<file path="config.mk">
export PLATFORM = sky130hd
export DESIGN_NAME = tsw_switch
export DESIGN_NICKNAME = d
export VERILOG_FILES = /design/src/verilog/tsw_pkg.sv /design/src/verilog/tsw_if.sv /design/src/verilog/tsw_mem_master.sv /design/src/verilog/tsw_apb_port.sv /design/src/verilog/tsw_switch.sv
export SDC_FILE = /design/constraint.sdc
export NUM_CORES = 1
export LEC_CHECK = 0
export BUFFER_PORTS_ARGS = -buffer_cell sky130_fd_sc_hd__buf_2
export CORE_MARGIN = 10
export CORE_UTILIZATION = 30
export DETAILED_ROUTE_END_ITERATION = 8
export PLACE_DENSITY_LB_ADDON = 0.3
export RECOVER_POWER = 25
export SLEW_MARGIN = 10
export SYNTH_ARGS = -nofsm -noshare
export SYNTH_HDL_FRONTEND = slang
export SYNTH_SLANG_ARGS = --single-unit
</file>
<file path="constraint.sdc">
create_clock -name CLK -period 42.8 [get_ports CLK]
set_input_delay 8.56 -clock CLK [delete_from_list [all_inputs] [get_ports CLK]]
set_output_delay 8.56 -clock CLK [all_outputs]
set_load 0.05 [all_outputs]
</file>
<file path="src/verilog/tsw_pkg.sv">
// task-switch sequencer: shared register map, field positions, op codes and states
// assumes a 16-bit memory holding descriptor tables and task segments, and an APB master
//
// Operation
// - loading task selector fetches its descriptor
// - selector and cache describe running task
// - nested-task flag lives in flags word
// - task-switched flag lives in status word
// - save, load selector, then load registers
// - jump: incoming busy, outgoing not busy
// - jump clears incoming nested flag only
// - call/interrupt: both segments stay busy
// - call/interrupt sets incoming nested flag
// - return switches only when nested flag set
// - task return frees outgoing, clears its flag
// - busy bit in access byte, global table only
// - direct transfer needs target level >= current
package tsw_pkg;

  localparam int TSW_NREG = 8;

  localparam logic [11:0] TSW_A_CTRL = 12'h000;
  localparam logic [11:0] TSW_A_TARGET = 12'h004;
  localparam logic [11:0] TSW_A_STATUS = 12'h008;
  localparam logic [11:0] TSW_A_TRSEL = 12'h00c;
  localparam logic [11:0] TSW_A_CACHE0 = 12'h010;
  localparam logic [11:0] TSW_A_CACHE1 = 12'h014;
  localparam logic [11:0] TSW_A_MSW = 12'h018;
  localparam logic [11:0] TSW_A_CPL = 12'h01c;
  localparam logic [11:0] TSW_A_GDT = 12'h020;
  localparam logic [11:0] TSW_A_REGS = 12'h040;

  localparam logic [2:0] TSW_OP_JUMP = 3'h0;
  localparam logic [2:0] TSW_OP_CALL = 3'h1;
  localparam logic [2:0] TSW_OP_SWINT = 3'h2;
  localparam logic [2:0] TSW_OP_INTERRUPT_RETURN_OP = 3'h3;
  localparam logic [2:0] TSW_OP_LOAD_TR = 3'h4;

  localparam int TSW_NT_BIT = 14;
  localparam int TSW_TSF_BIT = 3;
  localparam int TSW_TI_BIT = 2;
  localparam int TSW_W2_BUSY = 9;
  localparam int TSW_W2_DPL_LO = 13;
  localparam logic [1:0] TSW_ACC_WORD = 2'h2;
  localparam logic [23:0] TSW_TSS_LINK_OFS = 24'h000000;
  localparam logic [23:0] TSW_TSS_REG_OFS = 24'h00000e;

  localparam logic [15:0] TSW_MSW_RST = 16'h0000;
  localparam logic [15:0] TSW_FLAGS_RST = 16'h0000;
  localparam logic [23:0] TSW_GDT_RST = 24'h000000;

  typedef enum logic [10:0] {
    TSW_ST_IDLE = 11'h001,
    TSW_ST_RD_LINK = 11'h002,
    TSW_ST_RD_DESC = 11'h004,
    TSW_ST_CHECK = 11'h008,
    TSW_ST_SAVE = 11'h010,
    TSW_ST_LOAD_TR = 11'h020,
    TSW_ST_LOAD = 11'h040,
    TSW_ST_BUSY_OUT = 11'h080,
    TSW_ST_BUSY_IN = 11'h100,
    TSW_ST_WR_LINK = 11'h200,
    TSW_ST_DONE = 11'h400
  } tsw_state_t;

  // byte address of one word of a descriptor in the global table
  function automatic logic [23:0] tsw_desc_addr(input logic [23:0] global_descriptor_table, input logic [15:0] sel,
                                                input logic [1:0] w);
    tsw_desc_addr = global_descriptor_table + {8'h00, sel[15:3], 3'h0} + {21'h000000, w, 1'b0};
  endfunction

  // segment base held in a three-word descriptor image
  function automatic logic [23:0] tsw_tss_base(input logic [47:0] desc);
    tsw_tss_base = {desc[39:32], desc[31:16]};
  endfunction

endpackage

</file>
<file path="src/verilog/tsw_if.sv">
// carriers between the sequencer and its memory and register-bus helpers
// assumes all parties run on the same clock
`timescale 1ns/1ps
interface tsw_mem_if;
  logic req;
  logic we;
  logic [23:0] addr;
  logic [15:0] wdata;
  logic [15:0] rdata;
  logic done;
  modport seq (output req, we, addr, wdata, input rdata, done);
  modport port (input req, we, addr, wdata, output rdata, done);
endinterface

interface tsw_reg_if;
  logic wr;
  logic [11:0] addr;
  logic [31:0] wdata;
  logic [31:0] rdata;
  logic hit;
  modport port (output wr, addr, wdata, input rdata, hit);
  modport regs (input wr, addr, wdata, output rdata, hit);
endinterface

</file>
<file path="src/verilog/tsw_mem_master.sv">
// one-word memory master: takes a held request, answers with a one-cycle done
// assumes memory raises ack while req is high and that req may drop right after ack
`timescale 1ns/1ps
module tsw_mem_master (
  input wire logic clk,
  input wire logic rst,
  tsw_mem_if.port m,
  output logic mem_req,
  output logic mem_we,
  output logic [23:0] mem_addr,
  output logic [15:0] mem_wdata,
  input wire logic [15:0] mem_rdata,
  input wire logic mem_ack
);
  typedef struct packed {
    logic busy;
    logic we;
    logic [23:0] addr;
    logic [15:0] wdata;
    logic [15:0] rdata;
    logic done;
  } tsw_mm_t;

  tsw_mm_t q, d;

  always_comb begin
    d = q;
    d.done = 1'b0;
    // the guard on done keeps the old request from starting twice
    if (!q.busy && m.req && !q.done) begin
      d.busy = 1'b1;
      d.we = m.we;
      d.addr = m.addr;
      d.wdata = m.wdata;
    end else if (q.busy && mem_ack) begin
      d.busy = 1'b0;
      d.rdata = mem_rdata;
      d.done = 1'b1;
    end
  end

  always_ff @(posedge clk or posedge rst) begin
    if (rst) begin
      q <= '0;
    end else begin
      q <= d;
    end
  end

  assign mem_req = q.busy;
  assign mem_we = q.we;
  assign mem_addr = q.addr;
  assign mem_wdata = q.wdata;
  assign m.rdata = q.rdata;
  assign m.done = q.done;
endmodule

</file>
<file path="src/verilog/tsw_apb_port.sv">
// APB slave front end: one wait-free access, read data captured in the setup cycle
// assumes the register side decodes addr combinationally into rdata and hit
`timescale 1ns/1ps
module tsw_apb_port (
  input wire logic clk,
  input wire logic rst,
  input wire logic psel,
  input wire logic penable,
  input wire logic pwrite,
  input wire logic [11:0] paddr,
  input wire logic [31:0] pwdata,
  output logic [31:0] prdata,
  output logic pready,
  output logic pslverr,
  tsw_reg_if.port r
);
  typedef struct packed {
    logic [31:0] rdata;
    logic err;
  } tsw_apb_t;

  tsw_apb_t q, d;

  always_comb begin
    d = q;
    if (psel && !penable) begin
      d.rdata = pwrite ? 32'h00000000 : r.rdata;
      d.err = !r.hit;
    end
  end

  always_ff @(posedge clk or posedge rst) begin
    if (rst) begin
      q <= '0;
    end else begin
      q <= d;
    end
  end

  assign r.addr = paddr;
  assign r.wdata = pwdata;
  assign r.wr = psel && penable && pwrite && r.hit;
  assign pready = 1'b1;
  assign pslverr = q.err && psel && penable;
  assign prdata = q.rdata;
endmodule

</file>
<file path="src/verilog/tsw_switch.sv">
// task-switch sequencer top: register file, descriptor cache and switch state machine
// assumes a synchronous 16-bit memory on the same clock and an APB master for software
//
// Register access over APB and the register addresses are this design's own decisions.
`timescale 1ns/1ps
module tsw_switch
  import tsw_pkg::*;
#(
  parameter int NREG = TSW_NREG
) (
  input wire logic CLK,
  input wire logic SYS_RST,
  input wire logic PSEL,
  input wire logic PENABLE,
  input wire logic PWRITE,
  input wire logic [11:0] PADDR,
  input wire logic [31:0] PWDATA,
  output logic [31:0] PRDATA,
  output logic PREADY,
  output logic PSLVERR,
  output logic MEM_REQ,
  output logic MEM_WE,
  output logic [23:0] MEM_ADDR,
  output logic [15:0] MEM_WDATA,
  input wire logic [15:0] MEM_RDATA,
  input wire logic MEM_ACK,
  output logic SWITCH_BUSY
);
  typedef struct packed {
    tsw_state_t st;
    logic [2:0] op;
    logic [15:0] target;
    logic [15:0] tr_sel;
    logic [15:0] old_sel;
    logic [15:0] old_acc;
    logic [47:0] cache;
    logic [47:0] fetch;
    logic [15:0] machine_status_word;
    logic [1:0] current_privilege_level;
    logic [23:0] global_descriptor_table;
    logic [4:0] idx;
    logic priv_fault;
    logic gdt_fault;
    logic task_ret;
    logic [NREG-1:0][15:0] regs;
  } tsw_top_t;

  tsw_top_t q, d;
  tsw_mem_if mi ();
  tsw_reg_if ri ();

  logic [11:0] roff;
  logic [4:0] rix;
  logic in_regs;
  logic last_reg;
  logic is_switch;
  logic ctrl_wr;

  tsw_apb_port u_apb (
    .clk(CLK),
    .rst(SYS_RST),
    .psel(PSEL),
    .penable(PENABLE),
    .pwrite(PWRITE),
    .paddr(PADDR),
    .pwdata(PWDATA),
    .prdata(PRDATA),
    .pready(PREADY),
    .pslverr(PSLVERR),
    .r(ri.port)
  );

  tsw_mem_master u_mem (
    .clk(CLK),
    .rst(SYS_RST),
    .m(mi.port),
    .mem_req(MEM_REQ),
    .mem_we(MEM_WE),
    .mem_addr(MEM_ADDR),
    .mem_wdata(MEM_WDATA),
    .mem_rdata(MEM_RDATA),
    .mem_ack(MEM_ACK)
  );

  assign roff = ri.addr - TSW_A_REGS;
  assign rix = roff[6:2];
  assign in_regs = (ri.addr >= TSW_A_REGS) && (roff < 12'(4 * NREG)) && (ri.addr[1:0] == 2'h0);
  assign last_reg = (q.idx == 5'(NREG - 1));
  assign is_switch = (q.op == TSW_OP_JUMP) || (q.op == TSW_OP_CALL) || (q.op == TSW_OP_SWINT);
  assign ctrl_wr = ri.wr && (ri.addr == TSW_A_CTRL);

  // register read decode
  always_comb begin
    ri.rdata = 32'h00000000;
    ri.hit = 1'b1;
    case (ri.addr)
      TSW_A_CTRL: ri.rdata = {29'h00000000, q.op};
      TSW_A_TARGET: ri.rdata = {16'h0000, q.target};
      TSW_A_STATUS: ri.rdata = {28'h0000000, q.task_ret, q.gdt_fault, q.priv_fault, q.st != TSW_ST_IDLE};
      TSW_A_TRSEL: ri.rdata = {16'h0000, q.tr_sel};
      TSW_A_CACHE0: ri.rdata = q.cache[31:0];
      TSW_A_CACHE1: ri.rdata = {16'h0000, q.cache[47:32]};
      TSW_A_MSW: ri.rdata = {16'h0000, q.machine_status_word};
      TSW_A_CPL: ri.rdata = {30'h00000000, q.current_privilege_level};
      TSW_A_GDT: ri.rdata = {8'h00, q.global_descriptor_table};
      default: begin
        if (in_regs) begin
          ri.rdata = {16'h0000, q.regs[rix]};
        end else begin
          ri.hit = 1'b0;
        end
      end
    endcase
  end

  // memory request follows the state; held until done
  always_comb begin
    mi.req = 1'b0;
    mi.we = 1'b0;
    mi.addr = 24'h000000;
    mi.wdata = 16'h0000;
    case (q.st)
      TSW_ST_RD_LINK: begin
        mi.req = 1'b1;
        mi.addr = tsw_tss_base(q.cache) + TSW_TSS_LINK_OFS;
      end
      TSW_ST_RD_DESC: begin
        mi.req = !q.target[TSW_TI_BIT];
        mi.addr = tsw_desc_addr(q.global_descriptor_table, q.target, q.idx[1:0]);
      end
      TSW_ST_SAVE: begin
        mi.req = 1'b1;
        mi.we = 1'b1;
        mi.addr = tsw_tss_base(q.cache) + TSW_TSS_REG_OFS + {18'h00000, q.idx, 1'b0};
        mi.wdata = q.regs[q.idx];
        if (q.idx == 5'h00 && q.op == TSW_OP_INTERRUPT_RETURN_OP) begin
          mi.wdata[TSW_NT_BIT] = 1'b0;
        end
      end
      TSW_ST_LOAD: begin
        mi.req = 1'b1;
        mi.addr = tsw_tss_base(q.cache) + TSW_TSS_REG_OFS + {18'h00000, q.idx, 1'b0};
      end
      TSW_ST_BUSY_OUT: begin
        mi.req = 1'b1;
        mi.we = 1'b1;
        mi.addr = tsw_desc_addr(q.global_descriptor_table, q.old_sel, TSW_ACC_WORD);
        mi.wdata = q.old_acc;
        mi.wdata[TSW_W2_BUSY] = 1'b0;
      end
      TSW_ST_BUSY_IN: begin
        mi.req = 1'b1;
        mi.we = 1'b1;
        mi.addr = tsw_desc_addr(q.global_descriptor_table, q.tr_sel, TSW_ACC_WORD);
        mi.wdata = q.cache[47:32];
        mi.wdata[TSW_W2_BUSY] = 1'b1;
      end
      TSW_ST_WR_LINK: begin
        mi.req = 1'b1;
        mi.we = 1'b1;
        mi.addr = tsw_tss_base(q.cache) + TSW_TSS_LINK_OFS;
        mi.wdata = q.old_sel;
      end
      default: mi.req = 1'b0;
    endcase
  end

  always_comb begin
    d = q;
    case (q.st)
      TSW_ST_IDLE: begin
        // software writes land only between sequences
        if (ri.wr && in_regs) begin
          d.regs[rix] = ri.wdata[15:0];
        end
        if (ri.wr && ri.addr == TSW_A_TARGET) begin
          d.target = ri.wdata[15:0];
        end
        if (ri.wr && ri.addr == TSW_A_MSW) begin
          d.machine_status_word = ri.wdata[15:0];
        end
        if (ri.wr && ri.addr == TSW_A_CPL) begin
          d.current_privilege_level = ri.wdata[1:0];
        end
        if (ri.wr && ri.addr == TSW_A_GDT) begin
          d.global_descriptor_table = ri.wdata[23:0];
        end
        if (ctrl_wr && ri.wdata[2:0] <= TSW_OP_LOAD_TR) begin
          d.op = ri.wdata[2:0];
          d.idx = 5'h00;
          d.priv_fault = 1'b0;
          d.gdt_fault = 1'b0;
          d.task_ret = 1'b0;
          if (ri.wdata[2:0] != TSW_OP_INTERRUPT_RETURN_OP) begin
            d.st = TSW_ST_RD_DESC;
          end else if (q.regs[0][TSW_NT_BIT]) begin
            d.st = TSW_ST_RD_LINK;
          end else begin
            d.st = TSW_ST_DONE;
          end
        end
      end
      TSW_ST_RD_LINK: begin
        if (mi.done) begin
          d.target = mi.rdata;
          d.st = TSW_ST_RD_DESC;
        end
      end
      TSW_ST_RD_DESC: begin
        if (q.target[TSW_TI_BIT]) begin
          d.gdt_fault = 1'b1;
          d.st = TSW_ST_DONE;
        end else if (mi.done) begin
          d.fetch[q.idx[1:0] * 16 +: 16] = mi.rdata;
          d.idx = q.idx + 5'h01;
          if (q.idx[1:0] == TSW_ACC_WORD) begin
            d.idx = 5'h00;
            d.st = TSW_ST_CHECK;
          end
        end
      end
      TSW_ST_CHECK: begin
        if (q.op == TSW_OP_LOAD_TR) begin
          d.st = TSW_ST_LOAD_TR;
        end else if (q.op != TSW_OP_INTERRUPT_RETURN_OP && q.fetch[32 + TSW_W2_DPL_LO +: 2] < q.current_privilege_level) begin
          d.priv_fault = 1'b1;
          d.st = TSW_ST_DONE;
        end else begin
          d.st = TSW_ST_SAVE;
        end
      end
      TSW_ST_SAVE: begin
        if (mi.done) begin
          d.idx = q.idx + 5'h01;
          if (last_reg) begin
            d.idx = 5'h00;
            d.st = TSW_ST_LOAD_TR;
          end
        end
      end
      TSW_ST_LOAD_TR: begin
        // the old selector and access word are kept to free the outgoing segment later
        d.old_sel = q.tr_sel;
        d.old_acc = q.cache[47:32];
        d.tr_sel = q.target;
        d.cache = q.fetch;
        d.st = (q.op == TSW_OP_LOAD_TR) ? TSW_ST_DONE : TSW_ST_LOAD;
      end
      TSW_ST_LOAD: begin
        if (mi.done) begin
          d.regs[q.idx] = mi.rdata;
          if (q.idx == 5'h00 && q.op == TSW_OP_JUMP) begin
            d.regs[0][TSW_NT_BIT] = 1'b0;
          end
          if (q.idx == 5'h00 && (q.op == TSW_OP_CALL || q.op == TSW_OP_SWINT)) begin
            d.regs[0][TSW_NT_BIT] = 1'b1;
          end
          d.idx = q.idx + 5'h01;
          if (last_reg) begin
            d.idx = 5'h00;
            d.st = (q.op == TSW_OP_CALL || q.op == TSW_OP_SWINT) ? TSW_ST_BUSY_IN : TSW_ST_BUSY_OUT;
          end
        end
      end
      TSW_ST_BUSY_OUT: begin
        if (mi.done) begin
          d.task_ret = (q.op == TSW_OP_INTERRUPT_RETURN_OP);
          d.st = (q.op == TSW_OP_INTERRUPT_RETURN_OP) ? TSW_ST_DONE : TSW_ST_BUSY_IN;
        end
      end
      TSW_ST_BUSY_IN: begin
        if (mi.done) begin
          d.cache[32 + TSW_W2_BUSY] = 1'b1;
          d.st = (q.op == TSW_OP_JUMP) ? TSW_ST_DONE : TSW_ST_WR_LINK;
        end
      end
      TSW_ST_WR_LINK: begin
        if (mi.done) begin
          d.st = TSW_ST_DONE;
        end
      end
      TSW_ST_DONE: begin
        if (is_switch && !q.priv_fault && !q.gdt_fault) begin
          d.machine_status_word[TSW_TSF_BIT] = 1'b1;
        end
        d.st = TSW_ST_IDLE;
      end
      default: d.st = TSW_ST_IDLE;
    endcase
  end

  always_ff @(posedge CLK or posedge SYS_RST) begin
    if (SYS_RST) begin
      q <= '0;
      q.st <= TSW_ST_IDLE;
      q.machine_status_word <= TSW_MSW_RST;
      q.global_descriptor_table <= TSW_GDT_RST;
      q.regs[0] <= TSW_FLAGS_RST;
    end else begin
      q <= d;
    end
  end

  assign SWITCH_BUSY = (q.st != TSW_ST_IDLE);
endmodule

</file>
---- After elaboration in Yosys (flattened, before gate mapping) ----
Index checks and enable logic that the tools add are counted.
cells by class
  shift-type cells ........................ 2
  mux-type cells .......................... 73
  $add $sub $neg .......................... 11
  equal/unequal tests ..................... 49
  bitwise operators ....................... 2
  order comparisons ....................... 8
  reduce and logical (&&, ||, !) cells .... 69
operator list
  cell                        number
  $pmux W32 S9                1
  $bwmux W128                 2
  $mux W128                   2
  $pmux W128 S2               1
  $mux W11                    18
  $pmux W24 S5                1
  $mux W16                    7
  $pmux W11 S10               1
  $bmux W16 S3                2
  $demux W16 S3               2
  $add A24 B16 Y24            3
  $pmux W16 S4                1
  $add A24 B3 Y24 const B     2
  $bwmux W48                  1
  $eq A12 B5 Y1 const B       4
  $shift A16 B34 Y48 const A  1
  $shiftx A16 B34 Y48         1
  $neg A6 Y34                 1
  $mux W32                    1
  $pmux W16 S2                1
  $logic_and A1 B1 Y1         26
  $mux W5                     5
  $add A24 B3 Y24             1
  $add A24 B4 Y24 const B     1
  58 further kinds            128
word-level totals
  logic and storage cells ................. 247
  bits in registers ....................... 444

---- Depth between registers and ports, before layout ----
  depth after elaboration ................. 11
  depth in mapped cells ................... 17
  depth with buffers taken out ............ 14

---- Hierarchy ----
From an unflattened synthesis, not the netlist that was laid out.
unflattened totals
  cell total of the unflattened synthesis .. 2836
  area total of the unflattened synthesis .. 26449.1 um2
modules (own cells, without submodules)
  module          times used  area an instance (um2)  cells each  sequential area each (um2)
  tsw_switch      1           21972.3                 2521        8784.7
  tsw_mem_master  1           2247.2                  127         1476.4
  tsw_apb_port    1           2229.6                  188         825.8

---- Least setup slack after synthesis ----
Ideal clock, no wire load.
  kind .................................... in2out
  start point ............................. in PENABLE
  end point ............................... out PSLVERR
  arrival ................................. 9.004 ns
  stages .................................. 1
  setup slack ............................. 25.236 ns
  required time ........................... 34.240 ns
  buffers on the path ..................... 0
  cells stage by stage .................... and3_1
on the way
  longest elaborated chain between the ends .. 1
RTL lines
  element              RTL line            text
  from (decl)          tsw_switch.sv:14    input wire logic PENABLE,
  $logic_and A1 B1 Y1  tsw_apb_port.sv:44  assign pslverr = q.err && psel && penable;
  to (decl)            tsw_switch.sv:20    output logic PSLVERR,
Every way passes these cells.

---- Worst setup path in the final report ----
  start point ............................. in PSEL
  end point ............................... out PSLVERR
on the way
  longest elaborated chain between the ends .. 2
RTL lines
  element                           RTL line            text
  from (decl)                       tsw_switch.sv:13    input wire logic PSEL,
  $logic_and A1 B1 Y1 (2 in a row)  tsw_apb_port.sv:44
Every way passes these cells.

==> impl_metrics.json <==
{
  "max_freq_ghz": 0.05678,
  "power_w": 0.0008950,
  "synthTopCellsByArea": "dfrtp_1 (43%), nand2_1 (9.1%), mux4_2 (5.6%)",
  "pwr-share-clk_pct": 48.3,
  "cp_top_family": "buffers and inverters",
  "post_cts_resize_count": 0,
  "pwr-share-comb_pct": 3.4,
  "fp-row-count": 107,
  "synth_edf_count": 0,
  "cts-root-buf": "clkbuf_16",
  "worst-path-buf-inv": 2,
  "finalNonFillerCells": 3916,
  "status": "finished with violations",
  "wl_per_cell_um": 25.40,
  "drc": 0,
  "fin_crit_sh_pct": 41.15,
  "tightest_slew_ns": 6.371,
  "route.vias.total": 22156,
  "dieArea_um2": 97910,
  "netlist_area_um2": 25740,
  "core-area_um2": 85150,
  "ctsLongestPathBuffers": 3,
  "htree_levels": 2,
  "die_w_um": 312.9,
  "area_growth_pct": 11.31,
  "globalplace.congestion": 0.9099,
  "viasPerCell": 5.658,
  "dp.cells": 3826,
  "maxSlewHeadroom_pct": -324.7,
  "drive_above_1_share_pct": 16.79,
  "critPathSlowestCell": "buf_2",
  "cp_slowest_stage_delay_ns": 0.25,
  "synth_cells": 2747,
  "timing.hold.ws_ns": 0.4679,
  "p_sw_share_pct": 25.27,
  "cp-start-kind": "input port",
  "hold_path_class": "reg2reg",
  "synth_top_area_share_pct": 42.98,
  "clk_pin_slew_ns": 0.06,
  "vdd_drop_max_v": 0.00002474,
  "violations": "capacitance limit, slew limit",
  "fin_skew_ns": 0.03708,
  "critical_path_arrival_ns": 9.05,
  "cp_common_cell": "buf_2",
  "clk_latency_ns": 0.63,
  "die_y_um": 312.9,
  "cp_cell_sequence": "buf_2, and3_1, buf_2",
  "ios": 143,
  "p_leak_nw": 12.58,
  "intPower_w": 0.0006688,
  "syn_avg_cell_area_um2": 9.369,
  "portBuffers": 133,
  "maxCapViolCount": 8,
  "hold_violations": 0,
  "ys_ff_latch": 443,
  "p_sw_w": 0.0002262,
  "seq_area_frac_synth_pct": 43.08,
  "yosys.area.top_type": "dfrtp_1",
  "grt_pass1_wl_mm": 146.6,
  "cts_tree": "yes",
  "start_util_pct": 30.23,
  "setup_tns_ns": 0,
  "hold_buffers": 0,
  "synth_nets": 2875,
  "grt_max_degree": 136,
  "setup_violations": 0,
  "worstPathRequired_ns": 34.24,
  "postRouteAntennaNets": 0,
  "cts_setup_buffers": 0,
  "rsz0062_at_grt": "no",
  "fin_crit_ns": 17.61,
  "overflow": 0,
  "synth_cell_type_count": 98,
  "crit_type": "in2out",
  "grt_pass1_vias": 21159,
  "cp-end-kind": "output port",
  "critPathMaxFanout": 3,
  "place_hpwl_mm": 67.47,
  "antenna_found_initial": 2,
  "cts_buffers": 50,
  "async_flop_share_pct": 100.0,
  "grt_usage_pct": 19.65,
  "drt_iter0_drc": 3045,
  "nNetsFinal": 2862,
  "yosysWarnings": 0,
  "drv_slew": 397,
  "clock-sinks": 443,
  "seq_power_share_pct": 48.3,
  "pwr_density_cell_nw_per_um2": 31.24,
  "drtPass1Iterations": 7,
  "synthFlopType": "dfrtp_1",
  "drt_wl_total_mm": 99.48
}
worst min-delay path, cell delays in order, from the launching register on:
cell and delay, ns:
dfrtp_1 0.34, nand2_1 0.05, nand2_1 0.05
final timing paths:
check	start	endpoint	slack (ns)	cells after the start
max	PSEL	PSLVERR	25.19	3
min	q[221]	q[269]	0.47	2
max reg2reg	q[132]	q[221]	35.58	6
min reg2reg	q[221]	q[269]	0.47	2
max in group asynchronous	SYS_RST	q[132]	29.18	4
min in group asynchronous	SYS_RST	q[94]	9.85	2
cells by family after synthesis:
logic type,after synthesis,synth area share [%]
multiplexers,166,9.947
AO/OA/AOI/OAI,789,20.55
AND/OR/NAND/NOR,955,16.58
adder cells (fa/ha/maj),62,3.131
flip-flops,443,43.08
buffers and inverters,286,5.173
XOR/XNOR,45,1.531
other,1,0.01457
cell type report:
class,instances,area (um2)
Antenna cell,2,5.005
Clock buffer,75,1485
Clock inverter,13,121.4
Fill cell,8891,56500
Inverter,39,147.6
Multi-Input combinational cell,2018,13360
Sequential cell,443,11090
Tap cell,1144,1431
Timing Repair Buffer,182,1008
cells in the final DEF, fill, tap and decap left out, drive strengths merged, types with 8 or more instances in the layout:
cell type  count
and2          12
nand2b        13
a31oi         29
o21a          28
a221oi        17
mux4          64
o211ai         8
mux2i         24
mux2          78
a22oi        150
inv           39
dfrtp        442
nand2        622
a211oi        19
buf          174
clkbuf        83
nor2b         13
o21bai        13
nand3         57
nor2         126
a22o          23
and3           8
o21ai        279
clkinv        10
a21o          24
ha            58
xnor2         19
nor4           9
xor2          26
a222oi        38
nand4         18
nor3          30
a21oi         97
flip-flops by register name, summed over array words and instances (netlist names):
| register | count |
|---|---|
| q | 351 |
| u_apb.prdata | 32 |
| u_apb.q | 1 |
| u_mem.m.done | 1 |
| u_mem.m.rdata | 16 |
| u_mem.mem_addr | 24 |
| u_mem.mem_req | 1 |
| u_mem.mem_wdata | 16 |
| u_mem.mem_we | 1 |
power groups by stage:
stage	Clock [W]	Combinational (W)	Sequential (W)
2_1_floorplan	0	0.0000220	0.000430
3_3_place_gp	0	0.0000306	0.000439
3_5_place_dp	0	0.0000307	0.000439
4_1_cts	0.000440	0.0000307	0.000432
5_1_grt	0.000457	0.0000334	0.000432
6_report	0.000432	0.0000305	0.000432
stage by stage:
step           setup slack, ns  utilization [%]  area [um2]
2_1_floorplan            21.90                -       25740
3_3_place_gp             25.19            31.83       27100
3_5_place_dp             25.19            31.83       27100
4_1_cts                  25.18            33.72       28710
5_1_grt                  25.15            33.64       28640
6_report                 25.19            33.65       28650
cell usage after synthesis, types with 17 or more instances:
library cell and n:
nor2_1 121, xnor2_1 19, mux4_2 64, a22o_1 23, inv_1 37, dfrtp_1 442, a22oi_1 150, mux2i_1 24
clkbuf_1 149, o21ai_1 53, a21oi_1 95, buf_4 44, o21a_1 28, buf_2 33, a222oi_1 38, nand2_1 621
a31oi_1 28, nor3_1 20, xor2_1 26, a221oi_1 17, a211oi_1 19, mux2_2 78, a21o_1 24, o21ai_0 218
ha_1 58, nand3_1 55, nand4_1 18
routing by layer:
layer,global-route usage (%),wire (um)
met5,0,12
met4,5.575,2389
met3,3.212,8443
met2,30.09,44500
met1,28.24,44130
Power figures use the tool's default switching activity.
